==> src/rtl/acs_params.svh <==
// Purpose: timing and field constants of the conversion sequencer
// Assumes: 125 MHz system clock, rate counts in conversion clock periods, start-up delays in half periods
// Notes: Operation list below; counter runs in half conversion periods
//
// Operation
// - filter adapts to rate and settles in the first conversion period
// - continuous period spans falling edge to falling edge of result ready
// - first conversion 28.5 periods normal, 105 turbo, after start latch
// - single-shot time runs from start latch to result ready falling edge
// - continuous periods 51192 down to 1036 cycles, same in both modes
// - single-shot times 51213..1061 normal, 51217..1065 turbo cycles
// - start-up delay applies once, ahead of the first result only
// - conversion clock is 1.024 MHz normal, 2.048 MHz turbo
// - command latch moment depends on baud rate, set by the command port
// - three-bit magnitude sets both excitation sources, seven settings
// - each source routes to any input or reference pin, same pin allowed
// - excitation stays up between single shots, off on sleep command
// - nonzero magnitude enables bias; current flows only when routed
// - burn-out sources drive positive input and sink negative input
// - monitor selection forces amplifier bypass and unity gain
// - code 1101 measures quarter supply on internal reference
// - code 1100 measures quarter external reference on internal reference
// - modulator clock is one quarter of the conversion clock
`ifndef ACS_PARAMS_SVH
`define ACS_PARAMS_SVH

`define ACS_SYS_CLK_HZ 125000000
`define ACS_CLK_NORMAL_HZ 1024000
`define ACS_CLK_TURBO_HZ 2048000
// accumulator step for ticks at twice the conversion clock
`define ACS_STEP_NORMAL \
    32'(((64'(`ACS_CLK_NORMAL_HZ) * 64'h2) << 32) / 64'(`ACS_SYS_CLK_HZ))
`define ACS_STEP_TURBO \
    32'(((64'(`ACS_CLK_TURBO_HZ) * 64'h2) << 32) / 64'(`ACS_SYS_CLK_HZ))
`define ACS_HALF_PER_MOD 3'h7

// start-up delay in half conversion periods (28.5 and 105 periods)
`define ACS_START_NORMAL_X2 17'h00039
`define ACS_START_TURBO_X2 17'h000D2

`define ACS_CONT_R0 16'd51192
`define ACS_CONT_R1 16'd22780
`define ACS_CONT_R2 16'd11532
`define ACS_CONT_R3 16'd5916
`define ACS_CONT_R4 16'd3116
`define ACS_CONT_R5 16'd1724
`define ACS_CONT_R6 16'd1036

`define ACS_SNGL_N0 16'd51213
`define ACS_SNGL_N1 16'd22805
`define ACS_SNGL_N2 16'd11557
`define ACS_SNGL_N3 16'd5941
`define ACS_SNGL_N4 16'd3141
`define ACS_SNGL_N5 16'd1749
`define ACS_SNGL_N6 16'd1061
`define ACS_SNGL_T0 16'd51217
`define ACS_SNGL_T1 16'd22809
`define ACS_SNGL_T2 16'd11561
`define ACS_SNGL_T3 16'd5945
`define ACS_SNGL_T4 16'd3145
`define ACS_SNGL_T5 16'd1753
`define ACS_SNGL_T6 16'd1065

`define ACS_MUX_REF_MON 4'hC
`define ACS_MUX_SUP_MON 4'hD
`define ACS_REF_INTERNAL 2'h0
`define ACS_GAIN_ONE 3'h0
`define ACS_MAG_OFF 3'h0
`define ACS_ROUTE_OFF 3'h0

`endif

==> src/rtl/acs_pkg.sv <==
// Purpose: shared types of the conversion sequencer
// Assumes: constants live in acs_params.svh
// Notes: none
package acs_pkg;
    typedef logic [2:0] acs_rate_t;
    typedef logic [2:0] acs_field3_t;
    typedef logic [3:0] acs_sel_t;
    typedef logic [16:0] acs_cnt_t;
    typedef enum logic [1:0] {
        ACS_IDLE = 2'b00,
        ACS_DELAY = 2'b01,
        ACS_CONV = 2'b10,
        ACS_SLEEP = 2'b11
    } acs_state_t;
endpackage

==> src/rtl/acs_sequencer.sv <==
// Purpose: conversion timing and analog front-end control
// Assumes: commands arrive as one-cycle pulses from the command port
// Notes: configuration ports are on the system clock, no synchronisers
`timescale 1ns/100ps
`include "acs_params.svh"
module acs_sequencer
(
    // clock and reset
    input wire logic clock,
    input wire logic rst,
    // commands from the serial command port
    input wire logic start_cmd,
    input wire logic sleep_cmd,
    input wire logic result_read,
    // conversion configuration
    input wire logic continuous_mode,
    input wire logic turbo_mode,
    input wire acs_pkg::acs_rate_t rate_select,
    // excitation configuration
    input wire acs_pkg::acs_field3_t excitation_magnitude,
    input wire acs_pkg::acs_field3_t excitation_one_route,
    input wire acs_pkg::acs_field3_t excitation_two_route,
    input wire logic burnout_enable,
    // input and reference configuration
    input wire acs_pkg::acs_sel_t input_selector,
    input wire acs_pkg::acs_field3_t gain_select,
    input wire logic amp_bypass,
    input wire logic [1:0] reference_select,
    // conversion status
    output logic result_ready_n,
    output logic conversion_done,
    output logic converting,
    output logic sleeping,
    output logic mod_clock_tick,
    // filter control
    output logic filter_restart,
    output acs_pkg::acs_rate_t filter_rate,
    // excitation control
    output logic excitation_bias_en,
    output acs_pkg::acs_field3_t excitation_level,
    output logic excitation_one_en,
    output acs_pkg::acs_field3_t excitation_one_pin,
    output logic excitation_two_en,
    output acs_pkg::acs_field3_t excitation_two_pin,
    output logic burnout_source_en,
    output logic burnout_sink_en,
    // front-end control
    output logic amp_bypassed,
    output acs_pkg::acs_field3_t effective_gain,
    output logic internal_ref_en,
    output logic supply_monitor_en,
    output logic refin_monitor_en
);
    import acs_pkg::*;

    acs_state_t state_reg;
    acs_state_t start_state;
    acs_cnt_t cnt_reg;
    acs_cnt_t start_cnt;
    logic cont_run_reg;
    logic sleep_pend_reg;
    logic half_tick;
    logic mod_tick;
    logic last_half;
    logic conv_end;
    logic monitor_sel;
    logic powered;

    acs_tick_gen u_tick
    (
        .clock(clock),
        .rst(rst),
        .turbo_mode(turbo_mode),
        .half_tick(half_tick),
        .conv_tick(),
        .mod_tick(mod_tick)
    );

    // continuous period in half conversion periods, either clock mode
    function automatic acs_cnt_t cont_period(input acs_rate_t rate);
        logic [15:0] v;
        v = `ACS_CONT_R6;
        case (rate)
            3'h0: v = `ACS_CONT_R0;
            3'h1: v = `ACS_CONT_R1;
            3'h2: v = `ACS_CONT_R2;
            3'h3: v = `ACS_CONT_R3;
            3'h4: v = `ACS_CONT_R4;
            3'h5: v = `ACS_CONT_R5;
            default: v = `ACS_CONT_R6;
        endcase
        return {v, 1'b0};
    endfunction

    // single-shot time, start-up delay already included
    function automatic acs_cnt_t single_time(input acs_rate_t rate,
                                             input logic turbo);
        logic [15:0] v;
        v = `ACS_SNGL_N6;
        case ({turbo, rate})
            4'h0: v = `ACS_SNGL_N0;
            4'h1: v = `ACS_SNGL_N1;
            4'h2: v = `ACS_SNGL_N2;
            4'h3: v = `ACS_SNGL_N3;
            4'h4: v = `ACS_SNGL_N4;
            4'h5: v = `ACS_SNGL_N5;
            4'h6: v = `ACS_SNGL_N6;
            4'h7: v = `ACS_SNGL_N6;
            4'h8: v = `ACS_SNGL_T0;
            4'h9: v = `ACS_SNGL_T1;
            4'hA: v = `ACS_SNGL_T2;
            4'hB: v = `ACS_SNGL_T3;
            4'hC: v = `ACS_SNGL_T4;
            4'hD: v = `ACS_SNGL_T5;
            default: v = `ACS_SNGL_T6;
        endcase
        return {v, 1'b0};
    endfunction

    assign last_half = half_tick && (cnt_reg == 17'h00001);
    assign conv_end = (state_reg == ACS_CONV) && last_half;
    assign monitor_sel = (input_selector == `ACS_MUX_REF_MON) ||
                         (input_selector == `ACS_MUX_SUP_MON);
    assign powered = (state_reg != ACS_SLEEP);

    // start pulse is the command latch point; its baud-dependent offset
    // from the stop bit is settled in the command port
    always_comb
    begin
        start_state = ACS_CONV;
        start_cnt = single_time(rate_select, turbo_mode);
        if (continuous_mode)
        begin
            start_state = ACS_DELAY;
            start_cnt = turbo_mode ? `ACS_START_TURBO_X2 :
                                     `ACS_START_NORMAL_X2;
        end
    end

    // a new start always wins: it resynchronises a running sequence
    always_ff @(posedge clock)
    begin
        if (rst)
        begin
            state_reg <= ACS_IDLE;
            cnt_reg <= 17'h00000;
        end
        else if (start_cmd)
        begin
            state_reg <= start_state;
            cnt_reg <= start_cnt;
        end
        else
        begin
            case (state_reg)
                ACS_IDLE:
                begin
                    if (sleep_cmd)
                        state_reg <= ACS_SLEEP;
                end
                ACS_DELAY:
                begin
                    if (last_half)
                    begin
                        // delay paid once, then only whole periods
                        state_reg <= ACS_CONV;
                        cnt_reg <= cont_period(rate_select);
                    end
                    else if (half_tick)
                        cnt_reg <= cnt_reg - 17'h00001;
                end
                ACS_CONV:
                begin
                    if (last_half)
                    begin
                        if (sleep_pend_reg || sleep_cmd)
                            state_reg <= ACS_SLEEP;
                        else if (cont_run_reg)
                            cnt_reg <= cont_period(rate_select);
                        else
                            state_reg <= ACS_IDLE;
                    end
                    else if (half_tick)
                        cnt_reg <= cnt_reg - 17'h00001;
                end
                ACS_SLEEP:
                    state_reg <= ACS_SLEEP;
                default:
                    state_reg <= ACS_IDLE;
            endcase
        end
    end

    always_ff @(posedge clock)
    begin
        if (rst)
            cont_run_reg <= 1'b0;
        else if (start_cmd)
            cont_run_reg <= continuous_mode;
    end

    // sleep lets the running conversion finish; a set beats the clear
    always_ff @(posedge clock)
    begin
        if (rst)
            sleep_pend_reg <= 1'b0;
        else if (sleep_cmd && (state_reg != ACS_IDLE))
            sleep_pend_reg <= 1'b1;
        else if (start_cmd || (state_reg == ACS_SLEEP))
            sleep_pend_reg <= 1'b0;
    end

    // a new result pulls the line low even if read in the same cycle;
    // in continuous runs a one-half-period high pulse keeps every
    // completion visible as its own falling edge
    always_ff @(posedge clock)
    begin
        if (rst)
            result_ready_n <= 1'b1;
        else if (conv_end)
            result_ready_n <= 1'b0;
        else if (start_cmd || result_read)
            result_ready_n <= 1'b1;
        else if ((state_reg == ACS_CONV) && half_tick && cont_run_reg &&
                 (cnt_reg == 17'h00002))
            result_ready_n <= 1'b1;
    end

    always_ff @(posedge clock)
    begin
        if (rst)
        begin
            conversion_done <= 1'b0;
            converting <= 1'b0;
            sleeping <= 1'b0;
            mod_clock_tick <= 1'b0;
        end
        else
        begin
            conversion_done <= conv_end;
            converting <= (state_reg == ACS_DELAY) ||
                          (state_reg == ACS_CONV);
            sleeping <= (state_reg == ACS_SLEEP);
            mod_clock_tick <= mod_tick && converting;
        end
    end

    // filter restarts with each start and follows the chosen rate, so
    // the first period already yields a settled result
    always_ff @(posedge clock)
    begin
        if (rst)
        begin
            filter_restart <= 1'b0;
            filter_rate <= 3'h0;
        end
        else
        begin
            filter_restart <= start_cmd;
            if (start_cmd)
                filter_rate <= rate_select;
        end
    end

    // excitation tracks the fields live; host orders the writes so the
    // bias settles before any routing is applied
    always_ff @(posedge clock)
    begin
        if (rst)
        begin
            excitation_bias_en <= 1'b0;
            excitation_level <= `ACS_MAG_OFF;
            excitation_one_en <= 1'b0;
            excitation_one_pin <= `ACS_ROUTE_OFF;
            excitation_two_en <= 1'b0;
            excitation_two_pin <= `ACS_ROUTE_OFF;
        end
        else
        begin
            excitation_bias_en <= powered &&
                (excitation_magnitude != `ACS_MAG_OFF);
            excitation_level <= excitation_magnitude;
            excitation_one_en <= powered &&
                (excitation_magnitude != `ACS_MAG_OFF) &&
                (excitation_one_route != `ACS_ROUTE_OFF);
            excitation_two_en <= powered &&
                (excitation_magnitude != `ACS_MAG_OFF) &&
                (excitation_two_route != `ACS_ROUTE_OFF);
            excitation_one_pin <= excitation_one_route;
            excitation_two_pin <= excitation_two_route;
        end
    end

    always_ff @(posedge clock)
    begin
        if (rst)
        begin
            burnout_source_en <= 1'b0;
            burnout_sink_en <= 1'b0;
        end
        else
        begin
            burnout_source_en <= powered && burnout_enable;
            burnout_sink_en <= powered && burnout_enable;
        end
    end

    // monitor readings are coarse, so gain and reference are overridden
    always_ff @(posedge clock)
    begin
        if (rst)
        begin
            amp_bypassed <= 1'b0;
            effective_gain <= `ACS_GAIN_ONE;
            internal_ref_en <= 1'b1;
            supply_monitor_en <= 1'b0;
            refin_monitor_en <= 1'b0;
        end
        else
        begin
            amp_bypassed <= monitor_sel || amp_bypass;
            effective_gain <= monitor_sel ? `ACS_GAIN_ONE :
                                            gain_select;
            internal_ref_en <= monitor_sel ||
                (reference_select == `ACS_REF_INTERNAL);
            supply_monitor_en <=
                (input_selector == `ACS_MUX_SUP_MON);
            refin_monitor_en <=
                (input_selector == `ACS_MUX_REF_MON);
        end
    end
endmodule

==> src/rtl/acs_tick_gen.sv <==
// Purpose: conversion and modulator clock ticks from the system clock
// Assumes: 125 MHz clock, fractional accumulator
// Notes: ticks jitter by one system cycle; average rate is set by the truncated accumulator step
`timescale 1ns/100ps
`include "acs_params.svh"
module acs_tick_gen
(
    // clock and reset
    input wire logic clock,
    input wire logic rst,
    // mode
    input wire logic turbo_mode,
    // ticks
    output logic half_tick,
    output logic conv_tick,
    output logic mod_tick
);
    logic [31:0] acc_reg;
    logic [32:0] acc_sum;
    logic [2:0] phase_reg;

    // a 33-bit sum keeps the carry that marks each half period
    assign acc_sum = {1'b0, acc_reg} + {1'b0, (turbo_mode ?
        `ACS_STEP_TURBO : `ACS_STEP_NORMAL)};

    always_ff @(posedge clock)
    begin
        if (rst)
            acc_reg <= 32'h0;
        else
            acc_reg <= acc_sum[31:0];
    end

    always_ff @(posedge clock)
    begin
        if (rst)
            phase_reg <= 3'h0;
        else if (acc_sum[32])
            phase_reg <= phase_reg + 3'h1;
    end

    always_ff @(posedge clock)
    begin
        if (rst)
        begin
            half_tick <= 1'b0;
            conv_tick <= 1'b0;
            mod_tick <= 1'b0;
        end
        else
        begin
            half_tick <= acc_sum[32];
            conv_tick <= acc_sum[32] & phase_reg[0];
            // every eighth half period: a quarter of the conversion clock
            mod_tick <= acc_sum[32] & (phase_reg == `ACS_HALF_PER_MOD);
        end
    end
endmodule

==> config.mk <==
export PLATFORM = sky130hd
export DESIGN_NAME = acs_sequencer
export DESIGN_NICKNAME = d
export VERILOG_FILES = /design/src/rtl/acs_pkg.sv /design/src/rtl/acs_sequencer.sv /design/src/rtl/acs_tick_gen.sv
export VERILOG_INCLUDE_DIRS = /design/src /design/src/rtl
export SDC_FILE = /design/constraint.sdc
export NUM_CORES = 1
export LEC_CHECK = 0
export ABC_AREA = 1
export BUFFER_PORTS_ARGS = -buffer_cell sky130_fd_sc_hd__buf_2
export CORE_AREA = 2 2 135 137
export CTS_BUF_LIST = sky130_fd_sc_hd__clkbuf_4 sky130_fd_sc_hd__clkbuf_8
export DETAILED_ROUTE_END_ITERATION = 6
export DIE_AREA = 0 0 137 139
export PLACE_DENSITY = 0.53
export RECOVER_POWER = 100
export SLEW_MARGIN = 20
export SYNTH_ARGS = -nofsm -noshare
export SYNTH_HDL_FRONTEND = slang
export SYNTH_SLANG_ARGS = --single-unit
export TNS_END_PERCENT = 30
==> constraint.sdc <==
create_clock -name clock -period 2.1 [get_ports clock]
set_input_delay 0.21 -clock clock [delete_from_list [all_inputs] [get_ports clock]]
set_output_delay 0.21 -clock clock [all_outputs]
set_load 0.05 [all_outputs]
==> impl_metrics.py, run 1 <==
metrics = {
    "hold_path": {
        "holdPathStages": 2,
        "hold_class": "input port to flop",
        "min_to": "internal_ref_en$_SDFF_PP1_",
        "min_from": "reference_select[0]",
    },
    "yosys": {
        "syn_area_sq_mm": 0.00516,
        "synthCells": 810,
        "synth_top_area_cell": "dfxtp_1",
        "yosysWarnings": 0,
        "synth_top_area_share_pct": 32.6,
        "synthTopCellsByCount": "192 x nand2_1, 150 x nor2_1, 111 x inv_1",
        "synth_most_common_cell": "nand2_1",
        "ys_seq_area_share_pct": 32.6,
        "synth-edff-count": 0,
        "synth_seq_cells": 84,
        "syn_nets": 867,
        "ys_async_sr_fraction_pct": 0,
        "avgSynthCellArea_sq_um": 6.38,
        "ys_top_cells_by_area": "dfxtp_1 33%, nand2_1 14%, nor2_1 11%, inv_1 8.1%, ha_1 6.3%",
        "synthFlopType": "dfxtp_1",
        "synth_cell_types": 42,
    },
    "cts": {
        "htreeDepth": 3,
        "cts_setup_buffers": 0,
        "cts_sinks": 84,
        "ctsLongestPathBuffers": 2,
        "clk_pin_slew_worst_paths_ns": 0.10,
        "numCtsBuffers": 9,
        "clk-insertion-delay-late_ns": 0.39,
        "root_buffer": "clkbuf_8",
        "cts_tree": "done",
    },
    "worst_setup_path": {
        "cp-end-kind": "flop",
        "worstSetupPathType": "flop to flop",
        "worstRegToRegCells": 12,
        "reg2reg_to": "u_tick.acc_reg[23]$_SDFF_PP0_",
        "r2r_slack_ns": 0.20,
        "cp_data_required_time_ns": 2.37,
        "critical_path.cell_chain": "ha_1 -> fa_1 -> nand2_1 -> nand2_1 -> inv_1 -> nand2_1 -> nand2_2 -> nand3_1 -> nand4_1 -> nand3_1 -> nand2_1 -> nor2_1",
        "worstSetupStartpointType": "flop",
        "crit_top_cell": "nand2_1",
        "cpPeakStageDelay_ns": 0.38,
        "reg2reg_from": "u_tick.acc_reg[3]$_SDFF_PP0_",
        "crit_path_max_fanout": 4,
        "cp.arrival_ns": 2.17,
        "critPathSlowestCell": "fa_1",
    },
    "sta": {
        "fmax_mhz": 527,
        "finalCritPeriodShare_pct": 90.4,
        "hold_violations": 0,
        "period_needed_ns": 1.90,
        "layout_setup_ws_ns": 0.202,
        "slew_headroom_pct": 34.5,
        "whs_ns": 0.0223,
        "drv_slew": 0,
        "setup_violations": 0,
        "worst_pin_slew_ns": 0.982,
        "rsz0062_at_grt": "yes",
        "final.setup_skew_ns": 0.0197,
    },
    "routing": {
        "top_layer": "met4",
        "wl_um": 14200,
        "first_iter_violations": 375,
        "wl_met3_um": 469,
        "first_pass_iters": 4,
        "vias": 5103,
        "wl_met2_um": 6330,
        "drcViolationCount": 0,
        "wl_per_cell_um": 12.6,
        "via_per_inst": 4.54,
        "ant_nets": 0,
        "wl_met1_um": 7120,
    },
    "floorplanning": {
        "die_h_um": 139,
        "die-area_sq_mm": 0.0190,
        "core_area_sq_mm": 0.0177,
        "die_w_um": 137,
        "pin_count": 60,
        "start_util_pct": 29.3,
        "rows": 49,
    },
    "global_routing": {
        "grt_pass1_wl_um": 23600,
        "grt_max_degree": 26,
        "grt_antenna_before_repair": 0,
        "grt_pass1_vias": 4863,
        "grt_usage_pct": 15.4,
        "grt-ovfl-total": 0,
    },
    "placement": {
        "place_ws_ns": 0.0534,
        "placed_cell_area_sq_mm": 0.00585,
        "dp_hpwl_um": 10700,
        "io_buffer_count": 59,
        "gp_congestion": 0.936,
    },
    "layout": {
        "seqCellArea_sq_mm": 0.00168,
        "drive_gt1_share_pct": 10.1,
        "area_growth_pct": 16.8,
        "n_antenna_cell": 0,
        "multiInputGateArea_sq_mm": 0.00299,
        "final_nets": 946,
        "fillers": 2019,
        "largest_reg_flops": 29,
        "fin_area_sq_mm": 0.00603,
    },
    "power": {
        "ir_drop_mv": 0.498,
        "power_leakage_nw": 3.00,
        "report.power.total_mw": 5.33,
        "power-per-cell-area_mw_per_mm2": 884,
    },
    "flow_run": {
        "max_cap_violations": 0,
    },
    "run_status": {
        "outcome": "finished clean",
    },
}
cell usage in the layout (no fill, tap or decap), drive strengths merged:
cell         synthesis  routed
xnor2                3       3
o21bai               3       3
or2                  2       2
o21ai               47      47
a31oi                3       3
a41oi                1       1
a31o                 1       1
nand4               15      15
inv                112     116
nand2              197     197
nor2b                1       1
and2                 2       2
fa                   1       1
dfxtp               84      84
a21oi               42      42
clkinv               1       2
o22ai                3       3
bufinv               0       1
nor3                13      13
clkbuf               8      43
dlygate4sd3          0       1
a21boi               1       1
nand3               67      67
ha                  26      26
a32oi                1       1
xor2                 4       4
a211oi               1       1
nor2               159     159
nor4                 1       1
o21a                 2       2
nand3b               2       2
buf                  7      49
cells by family (layout without fill, tap and decap cells):
family | after synthesis | in the layout | synth area share, %
compound gates | 105 | 105 | 10.9
xor+xnor | 7 | 7 | 1.19
fa+ha+maj | 27 | 27 | 6.69
buf+inv | 128 | 212 | 9.76
flops | 84 | 84 | 32.6
simple gates | 459 | 459 | 38.9
power by group:
part	internal, mW	leakage (nW)	total, mW	switching, mW
Combinational	0.695	2.19	2.05	1.35
Clock	0.602	0.108	1.30	0.695
Sequential	1.81	0.695	1.98	0.176
timing repair:
item                       4_1_cts  5_1_grt
setup endpoints to repair        0        6
hold buffers                     1        0
hold endpoints to repair         1        0
resized for setup                0        5
worst max path at each step:
stage                                              from                             to  slack (ns)
after floorplan                              turbo_mode  u_tick.acc_reg[21]$_SDFF_PP0_        0.28
after global placement                       turbo_mode  u_tick.acc_reg[21]$_SDFF_PP0_        0.06
after detailed placement                     turbo_mode  u_tick.acc_reg[31]$_SDFF_PP0_        0.05
after CTS                  u_tick.acc_reg[3]$_SDFF_PP0_  u_tick.acc_reg[29]$_SDFF_PP0_        0.20
after global routing      u_tick.acc_reg[10]$_SDFF_PP0_  u_tick.acc_reg[25]$_SDFF_PP0_      -0.007
final                      u_tick.acc_reg[3]$_SDFF_PP0_  u_tick.acc_reg[23]$_SDFF_PP0_        0.20
routing by layer:
metal / track usage, % / vias to the layer above
met1: 21.0 / 2285
li1: - / 2731
met5: 0 / -
met4: 5.15 / 0
met2: 24.4 / 70
met3: 2.92 / 17
worst max-delay path, delay by kind of cell, from the launching register on:
| family | cells | cell delay [ns] |
|---|---|---|
| simple gates | 9 | 0.82 |
| fa+ha+maj | 2 | 0.57 |
| flops | 1 | 0.31 |
| buf+inv | 1 | 0.08 |
final cells by class:
type,count,area share (%)
timing repair buffer,83,7.32
sequential,84,27.9
clock buffer,10,2.28
clock inverter,6,1.22
tap,229,4.75
inverter,113,7.03
multi-input combinational,598,49.5
stage by stage:
step | TNS [ns] | util (%) | cells
3_3_place_gp | 0 | 33.1 | 1106
5_1_grt | -0.00716 | 34.2 | 1123
3_5_place_dp | 0 | 33.1 | 1106
4_1_cts | 0 | 34.4 | 1123
6_report | 0 | 34.2 | 1123
2_1_floorplan | 0 | - | 810
No activity file was read; power rests on OpenSTA's default activity.
==> run 2, diff against run 1 <==
- CORE_AREA: 2 2 135 137 -> 2 2 138 140
- DIE_AREA: 0 0 137 139 -> 0 0 140 142
- SLEW_MARGIN: 20 -> not set
- SYNTH_HIERARCHICAL: not set -> 1
==> impl_metrics.py, run 2 <==
metrics = {
    "layout": {
        "mostFrequentLayoutCells": "236 x nand2_1, 143 x nor2_1, 126 x inv_1",
        "largest_reg_flops": 29,
        "final_nets": 999,
        "n_antenna_cell": 0,
        "area_growth_pct": 15.4,
        "multiInputGateArea_sq_mm": 0.00308,
        "drive_gt1_share_pct": 10.0,
        "seqCellArea_sq_mm": 0.00168,
        "layout.cells.most_common": "nand2_1",
        "fillers": 2100,
    },
    "cts": {
        "clk-insertion-delay-late_ns": 0.39,
        "cts_setup_buffers": 0,
        "numCtsBuffers": 9,
        "ctsLongestPathBuffers": 2,
        "htreeDepth": 3,
        "cts_sinks": 84,
        "cts_tree": "done",
        "root_buffer": "clkbuf_8",
        "clk_pin_slew_worst_paths_ns": 0.10,
    },
    "global_routing": {
        "grt_pass1_vias": 4950,
        "grt-ovfl-total": 0,
        "grt_antenna_before_repair": 0,
        "grt_max_degree": 29,
        "grt_pass1_wl_um": 24300,
        "grt_usage_pct": 15.2,
    },
    "worst_setup_path": {
        "critPathSlowestCell": "dfxtp_1",
        "cpPeakStageDelay_ns": 0.35,
        "reg2reg_from": "cnt_reg[10]$_SDFFE_PP0P_",
        "worstSetupPathType": "flop to flop",
        "crit_path_max_fanout": 17,
        "worstRegToRegCells": 11,
        "r2r_slack_ns": 0.14,
        "reg2reg_to": "cnt_reg[6]$_SDFFE_PP0P_",
        "cp_data_required_time_ns": 2.38,
        "cp.arrival_ns": 2.23,
        "worstSetupStartpointType": "flop",
        "critical_path.cell_chain": "nor2_1 -> nand2_2 -> nor2_4 -> nand3_4 -> inv_2 -> nand3_4 -> nand2_4 -> buf_4 -> nand3_1 -> nand2_1 -> nor2_1",
        "cp-end-kind": "flop",
    },
    "power": {
        "power-per-cell-area_mw_per_mm2": 848,
        "ir_drop_mv": 0.330,
        "power_leakage_nw": 3.11,
    },
    "run_status": {
        "outcome": "complete, but fails checks",
        "violations": "DRC",
    },
    "sta": {
        "fin_setup_tns_ns": 0,
        "setup_violations": 0,
        "whs_ns": 0.0304,
        "slew_headroom_pct": 33.3,
        "period_needed_ns": 1.96,
        "hold_violations": 0,
        "worst_pin_slew_ns": 1.00,
        "final.setup_skew_ns": 0.0176,
        "drv_slew": 0,
        "finalCritPeriodShare_pct": 93.2,
        "fmax_mhz": 511,
        "rsz0062_at_grt": "no",
    },
    "floorplanning": {
        "core_area_sq_mm": 0.0185,
        "die_w_um": 140,
        "die-area_sq_mm": 0.0199,
        "die_h_um": 142,
        "start_util_pct": 29.2,
        "pin_count": 60,
        "rows": 50,
    },
    "hold_path": {
        "holdPathStages": 3,
        "min_to": "excitation_two_pin[0]$_SDFF_PP0_",
        "min_from": "excitation_two_route[0]",
        "hold_class": "input port to flop",
    },
    "yosys": {
        "yosysWarnings": 6,
        "syn_area_sq_mm": 0.00539,
        "synthCells": 864,
        "avgSynthCellArea_sq_um": 6.24,
        "syn_nets": 921,
    },
    "routing": {
        "first_pass_iters": 7,
        "ant_nets": 0,
        "via_per_inst": 4.52,
        "drcViolationCount": 3,
        "wl_per_cell_um": 12.4,
        "first_iter_violations": 272,
        "vias": 5333,
        "wl_um": 14700,
    },
    "placement": {
        "dp_hpwl_um": 11300,
        "gp_congestion": 0.873,
        "io_buffer_count": 59,
    },
    "flow_run": {
        "max_cap_violations": 0,
    },
}
==> run 2: repair_timing <==
action	CTS	global route
endpoints found under the setup margin	0	9
gates resized for setup	0	1
endpoints found under the hold margin	7	0
hold buffers	8	0
==> run 2: area by class of cell <==
class	instances	share of cell area [%]
sequential	84	27.0
clock buffer	9	1.99
tap	234	4.70
inverter	134	8.14
timing repair buffer	83	7.22
multi-input combinational	630	49.5
clock inverter	7	1.43
==> run 2: stage by stage <==
step / worst slack [ns] / instance area [sq um] / power, mW / cells / utilization, %
6_report: 0.144 / 6220 / 5.28 / 1181 / 33.7
5_1_grt: 0.00375 / 6220 / 5.74 / 1181 / 33.7
4_1_cts: 0.179 / 6300 / 5.40 / 1181 / 34.1
3_5_place_dp: 0.112 / 6000 / 4.05 / 1157 / 32.5
3_3_place_gp: 0.125 / 6000 / 4.05 / 1157 / 32.5
2_1_floorplan: 0.229 / 5390 / 3.52 / 864 / -
==> run 2: worst max-delay path: cells and delay by family (launching register included) <==
kind / cells / cell delay, ns
buffers and inverters: 2 / 0.41
flip-flops: 1 / 0.35
AND/OR/NAND/NOR: 9 / 1.06
==> run 2: worst max path at each step <==
stage	from	endpoint	slack (ns)	depth (start not counted)
4_1_cts	state_reg[0]$_SDFFE_PP0P_	cnt_reg[6]$_SDFFE_PP0P_	0.18	11
6_report	cnt_reg[10]$_SDFFE_PP0P_	cnt_reg[6]$_SDFFE_PP0P_	0.14	11
3_5_place_dp	turbo_mode	u_tick/acc_reg[21]$_SDFF_PP0_	0.11	11
5_1_grt	cnt_reg[4]$_SDFFE_PP0P_	cnt_reg[8]$_SDFFE_PP0P_	0.004	11
2_1_floorplan	turbo_mode	u_tick/acc_reg[21]$_SDFF_PP0_	0.23	10
3_3_place_gp	turbo_mode	u_tick/acc_reg[31]$_SDFF_PP0_	0.13	11
==> run 2: report_power, final <==
part | total (mW) | switching, mW | internal, mW
clock network | 1.30 | 0.721 | 0.583
registers | 1.97 | 0.163 | 1.80
logic | 2.01 | 1.36 | 0.648
total | 5.28 | 2.25 | 3.03
==> run 2: routing by layer <==
| metal | vias to the layer above | share of wire (%) | global-route usage (%) |
|---|---|---|---|
| met5 | - | 0 | 0 |
| met4 | 0 | 1.2 | 4.20 |
| met3 | 11 | 3.5 | 2.86 |
| met2 | 86 | 48 | 26.8 |
| met1 | 2380 | 47 | 19.0 |
| li1 | 2856 | - | - |
==> run 3, diff against run 2 <==
- BUFFER_PORTS_ARGS: -buffer_cell sky130_fd_sc_hd__buf_2 -> -buffer_cell sky130_fd_sc_hd__buf_4
- PLACE_DENSITY: 0.53 -> 0.54
- clock period: 2.1 -> 1.6 ns (I/O delays scaled with it)
==> impl_metrics.py, run 3 (synthesis results as in run 2) <==
metrics = {
    "run_status": {
        "outcome": "complete, but fails checks",
        "violations": "DRC, setup timing",
    },
    "placement": {
        "io_buffer_count": 59,
        "dp_hpwl_um": 11900,
        "gp_congestion": 0.903,
    },
    "routing": {
        "via_per_inst": 4.44,
        "ant_nets": 0,
        "vias": 5702,
        "first_pass_iters": 7,
        "drcViolationCount": 6,
        "first_iter_violations": 296,
        "wl_per_cell_um": 12.4,
        "wl_um": 15900,
    },
    "floorplanning": {
        "core_area_sq_mm": 0.0185,
        "start_util_pct": 29.2,
        "rows": 50,
        "die-area_sq_mm": 0.0199,
        "die_h_um": 142,
        "die_w_um": 140,
        "pin_count": 60,
    },
    "sta": {
        "setup_violations": 25,
        "fin_setup_tns_ns": -1.41,
        "final.setup_skew_ns": 0.0110,
        "period_needed_ns": 1.76,
        "fmax_mhz": 568,
        "drv_slew": 0,
        "rsz0062_at_grt": "yes",
        "layout_setup_ws_ns": -0.162,
        "slew_headroom_pct": 57.1,
        "worst_pin_slew_ns": 0.647,
        "hold_violations": 0,
        "finalCritPeriodShare_pct": 110,
        "whs_ns": 0.0146,
    },
    "global_routing": {
        "grt_usage_pct": 15.9,
        "grt_pass1_wl_um": 25500,
        "grt_max_degree": 25,
        "grt-ovfl-total": 0,
        "grt_pass1_vias": 5385,
        "grt_antenna_before_repair": 0,
    },
    "cts": {
        "numCtsBuffers": 9,
        "clk-insertion-delay-late_ns": 0.38,
        "root_buffer": "clkbuf_8",
        "ctsLongestPathBuffers": 2,
        "clk_pin_slew_worst_paths_ns": 0.10,
        "cts_sinks": 84,
        "htreeDepth": 3,
        "cts_tree": "done",
    },
    "power": {
        "report.power.total_mw": 8.17,
        "power_leakage_nw": 3.77,
        "power-per-cell-area_mw_per_mm2": 1070,
        "ir_drop_mv": 0.693,
    },
    "layout": {
        "layout.cells.most_common": "nand2_1",
        "seqCellArea_sq_mm": 0.00170,
        "mostFrequentLayoutCells": "210 x nand2_1, 121 x inv_1, 116 x buf_4",
        "post-route-util_pct": 41.4,
        "n_antenna_cell": 0,
        "final_nets": 1103,
        "fillers": 1955,
        "multiInputGateArea_sq_mm": 0.00352,
        "area_growth_pct": 41.7,
        "largest_reg_flops": 29,
        "drive_gt1_share_pct": 28.7,
    },
    "flow_run": {
        "max_cap_violations": 0,
    },
    "hold_path": {
        "hold_class": "input port to flop",
    },
    "worst_setup_path": {
        "worstSetupStartpointType": "flop",
        "cp-end-kind": "flop",
        "cp.arrival_ns": 2.05,
        "cp_data_required_time_ns": 1.89,
        "worstSetupPathType": "flop to flop",
        "crit_path_max_fanout": 4,
    },
}
## run 3: cell types whose count changed in the layout (fill, tap and decap cells not counted), moves of 18 or more
cell / previous run / this run
nor2_1: 143 / 115
nand2_1: 236 / 210
nand2_2: 5 / 30
nor2_2: 8 / 26
buf_4: 14 / 116
buf_2: 28 / 0
## run 3: worst paths after layout
| path | slack [ns] | from | to | depth (start not counted) |
|---|---|---|---|---|
| setup / recovery | -0.16 | u_tick/acc_reg[3]$_SDFF_PP0_ | u_tick/acc_reg[21]$_SDFF_PP0_ | 9 |
| hold / removal | 0.01 | excitation_one_route[2] | excitation_one_pin[2]$_SDFF_PP0_ | 3 |
| setup reg to reg | -0.16 | u_tick/acc_reg[3]$_SDFF_PP0_ | u_tick/acc_reg[21]$_SDFF_PP0_ | 9 |
| hold reg to reg | 0.41 | u_tick/mod_tick$_SDFF_PP0_ | mod_clock_tick$_SDFF_PP0_ | 2 |
## run 3: critical path, cell delays in order (launching register included)
cell and delay (ns):
dfxtp_1 0.33, ha_2 0.18, inv_2 0.04, fa_2 0.37
o211ai_1 0.24, nand2_1 0.11, nand2_2 0.11, nand3_1 0.11
a21oi_1 0.14, nor2_1 0.05
## run 3: timing repair
item                       in CTS  in global routing
buffers inserted               11                 13
gates resized for setup        51                 88
gates cloned                    0                  2
hold buffers                   16                  0
pin swaps                      15                 25
setup endpoints to repair      46                 47
hold endpoints to repair       15                  0
## run 3: metal layers
layer / part of all wire [%] / wire [um] / track usage (%) / vias to the layer above
met4: 1.6 / 257 / 4.89 / 0
li1: - / - / - / 3072
met1: 45 / 7220 / 19.8 / 2531
met2: 50 / 7890 / 27.6 / 81
met5: 0 / 0 / 0 / -
met3: 3.6 / 570 / 3.20 / 18
## run 3: through the flow
stage | instance area, sq um | setup WS (ns) | instances
finish | 7640 | -0.162 | 1285
global route | 7640 | -0.297 | 1285
CTS | 7370 | -0.138 | 1271
detailed placement | 6720 | -0.336 | 1228
global placement | 6720 | -0.271 | 1228
floorplan | 5410 | -0.0439 | 864
## run 3: report_power, final
group / total (mW) / internal, mW / switching [mW]
Sequential: 2.61 / 2.37 / 0.240
Clock: 1.70 / 0.766 / 0.937
Combinational: 3.85 / 1.67 / 2.18
Total: 8.17 / 4.81 / 3.36
## run 3: final cells by class
class / instances / area share (%)
multi-input cells: 630 / 46.1
inverters: 134 / 6.88
well taps: 234 / 3.83
clock buffers: 9 / 1.62
repair buffers: 186 / 18.1
repair inverters: 1 / 0.115
clock inverters: 7 / 1.16
flip-flops and latches: 84 / 22.2
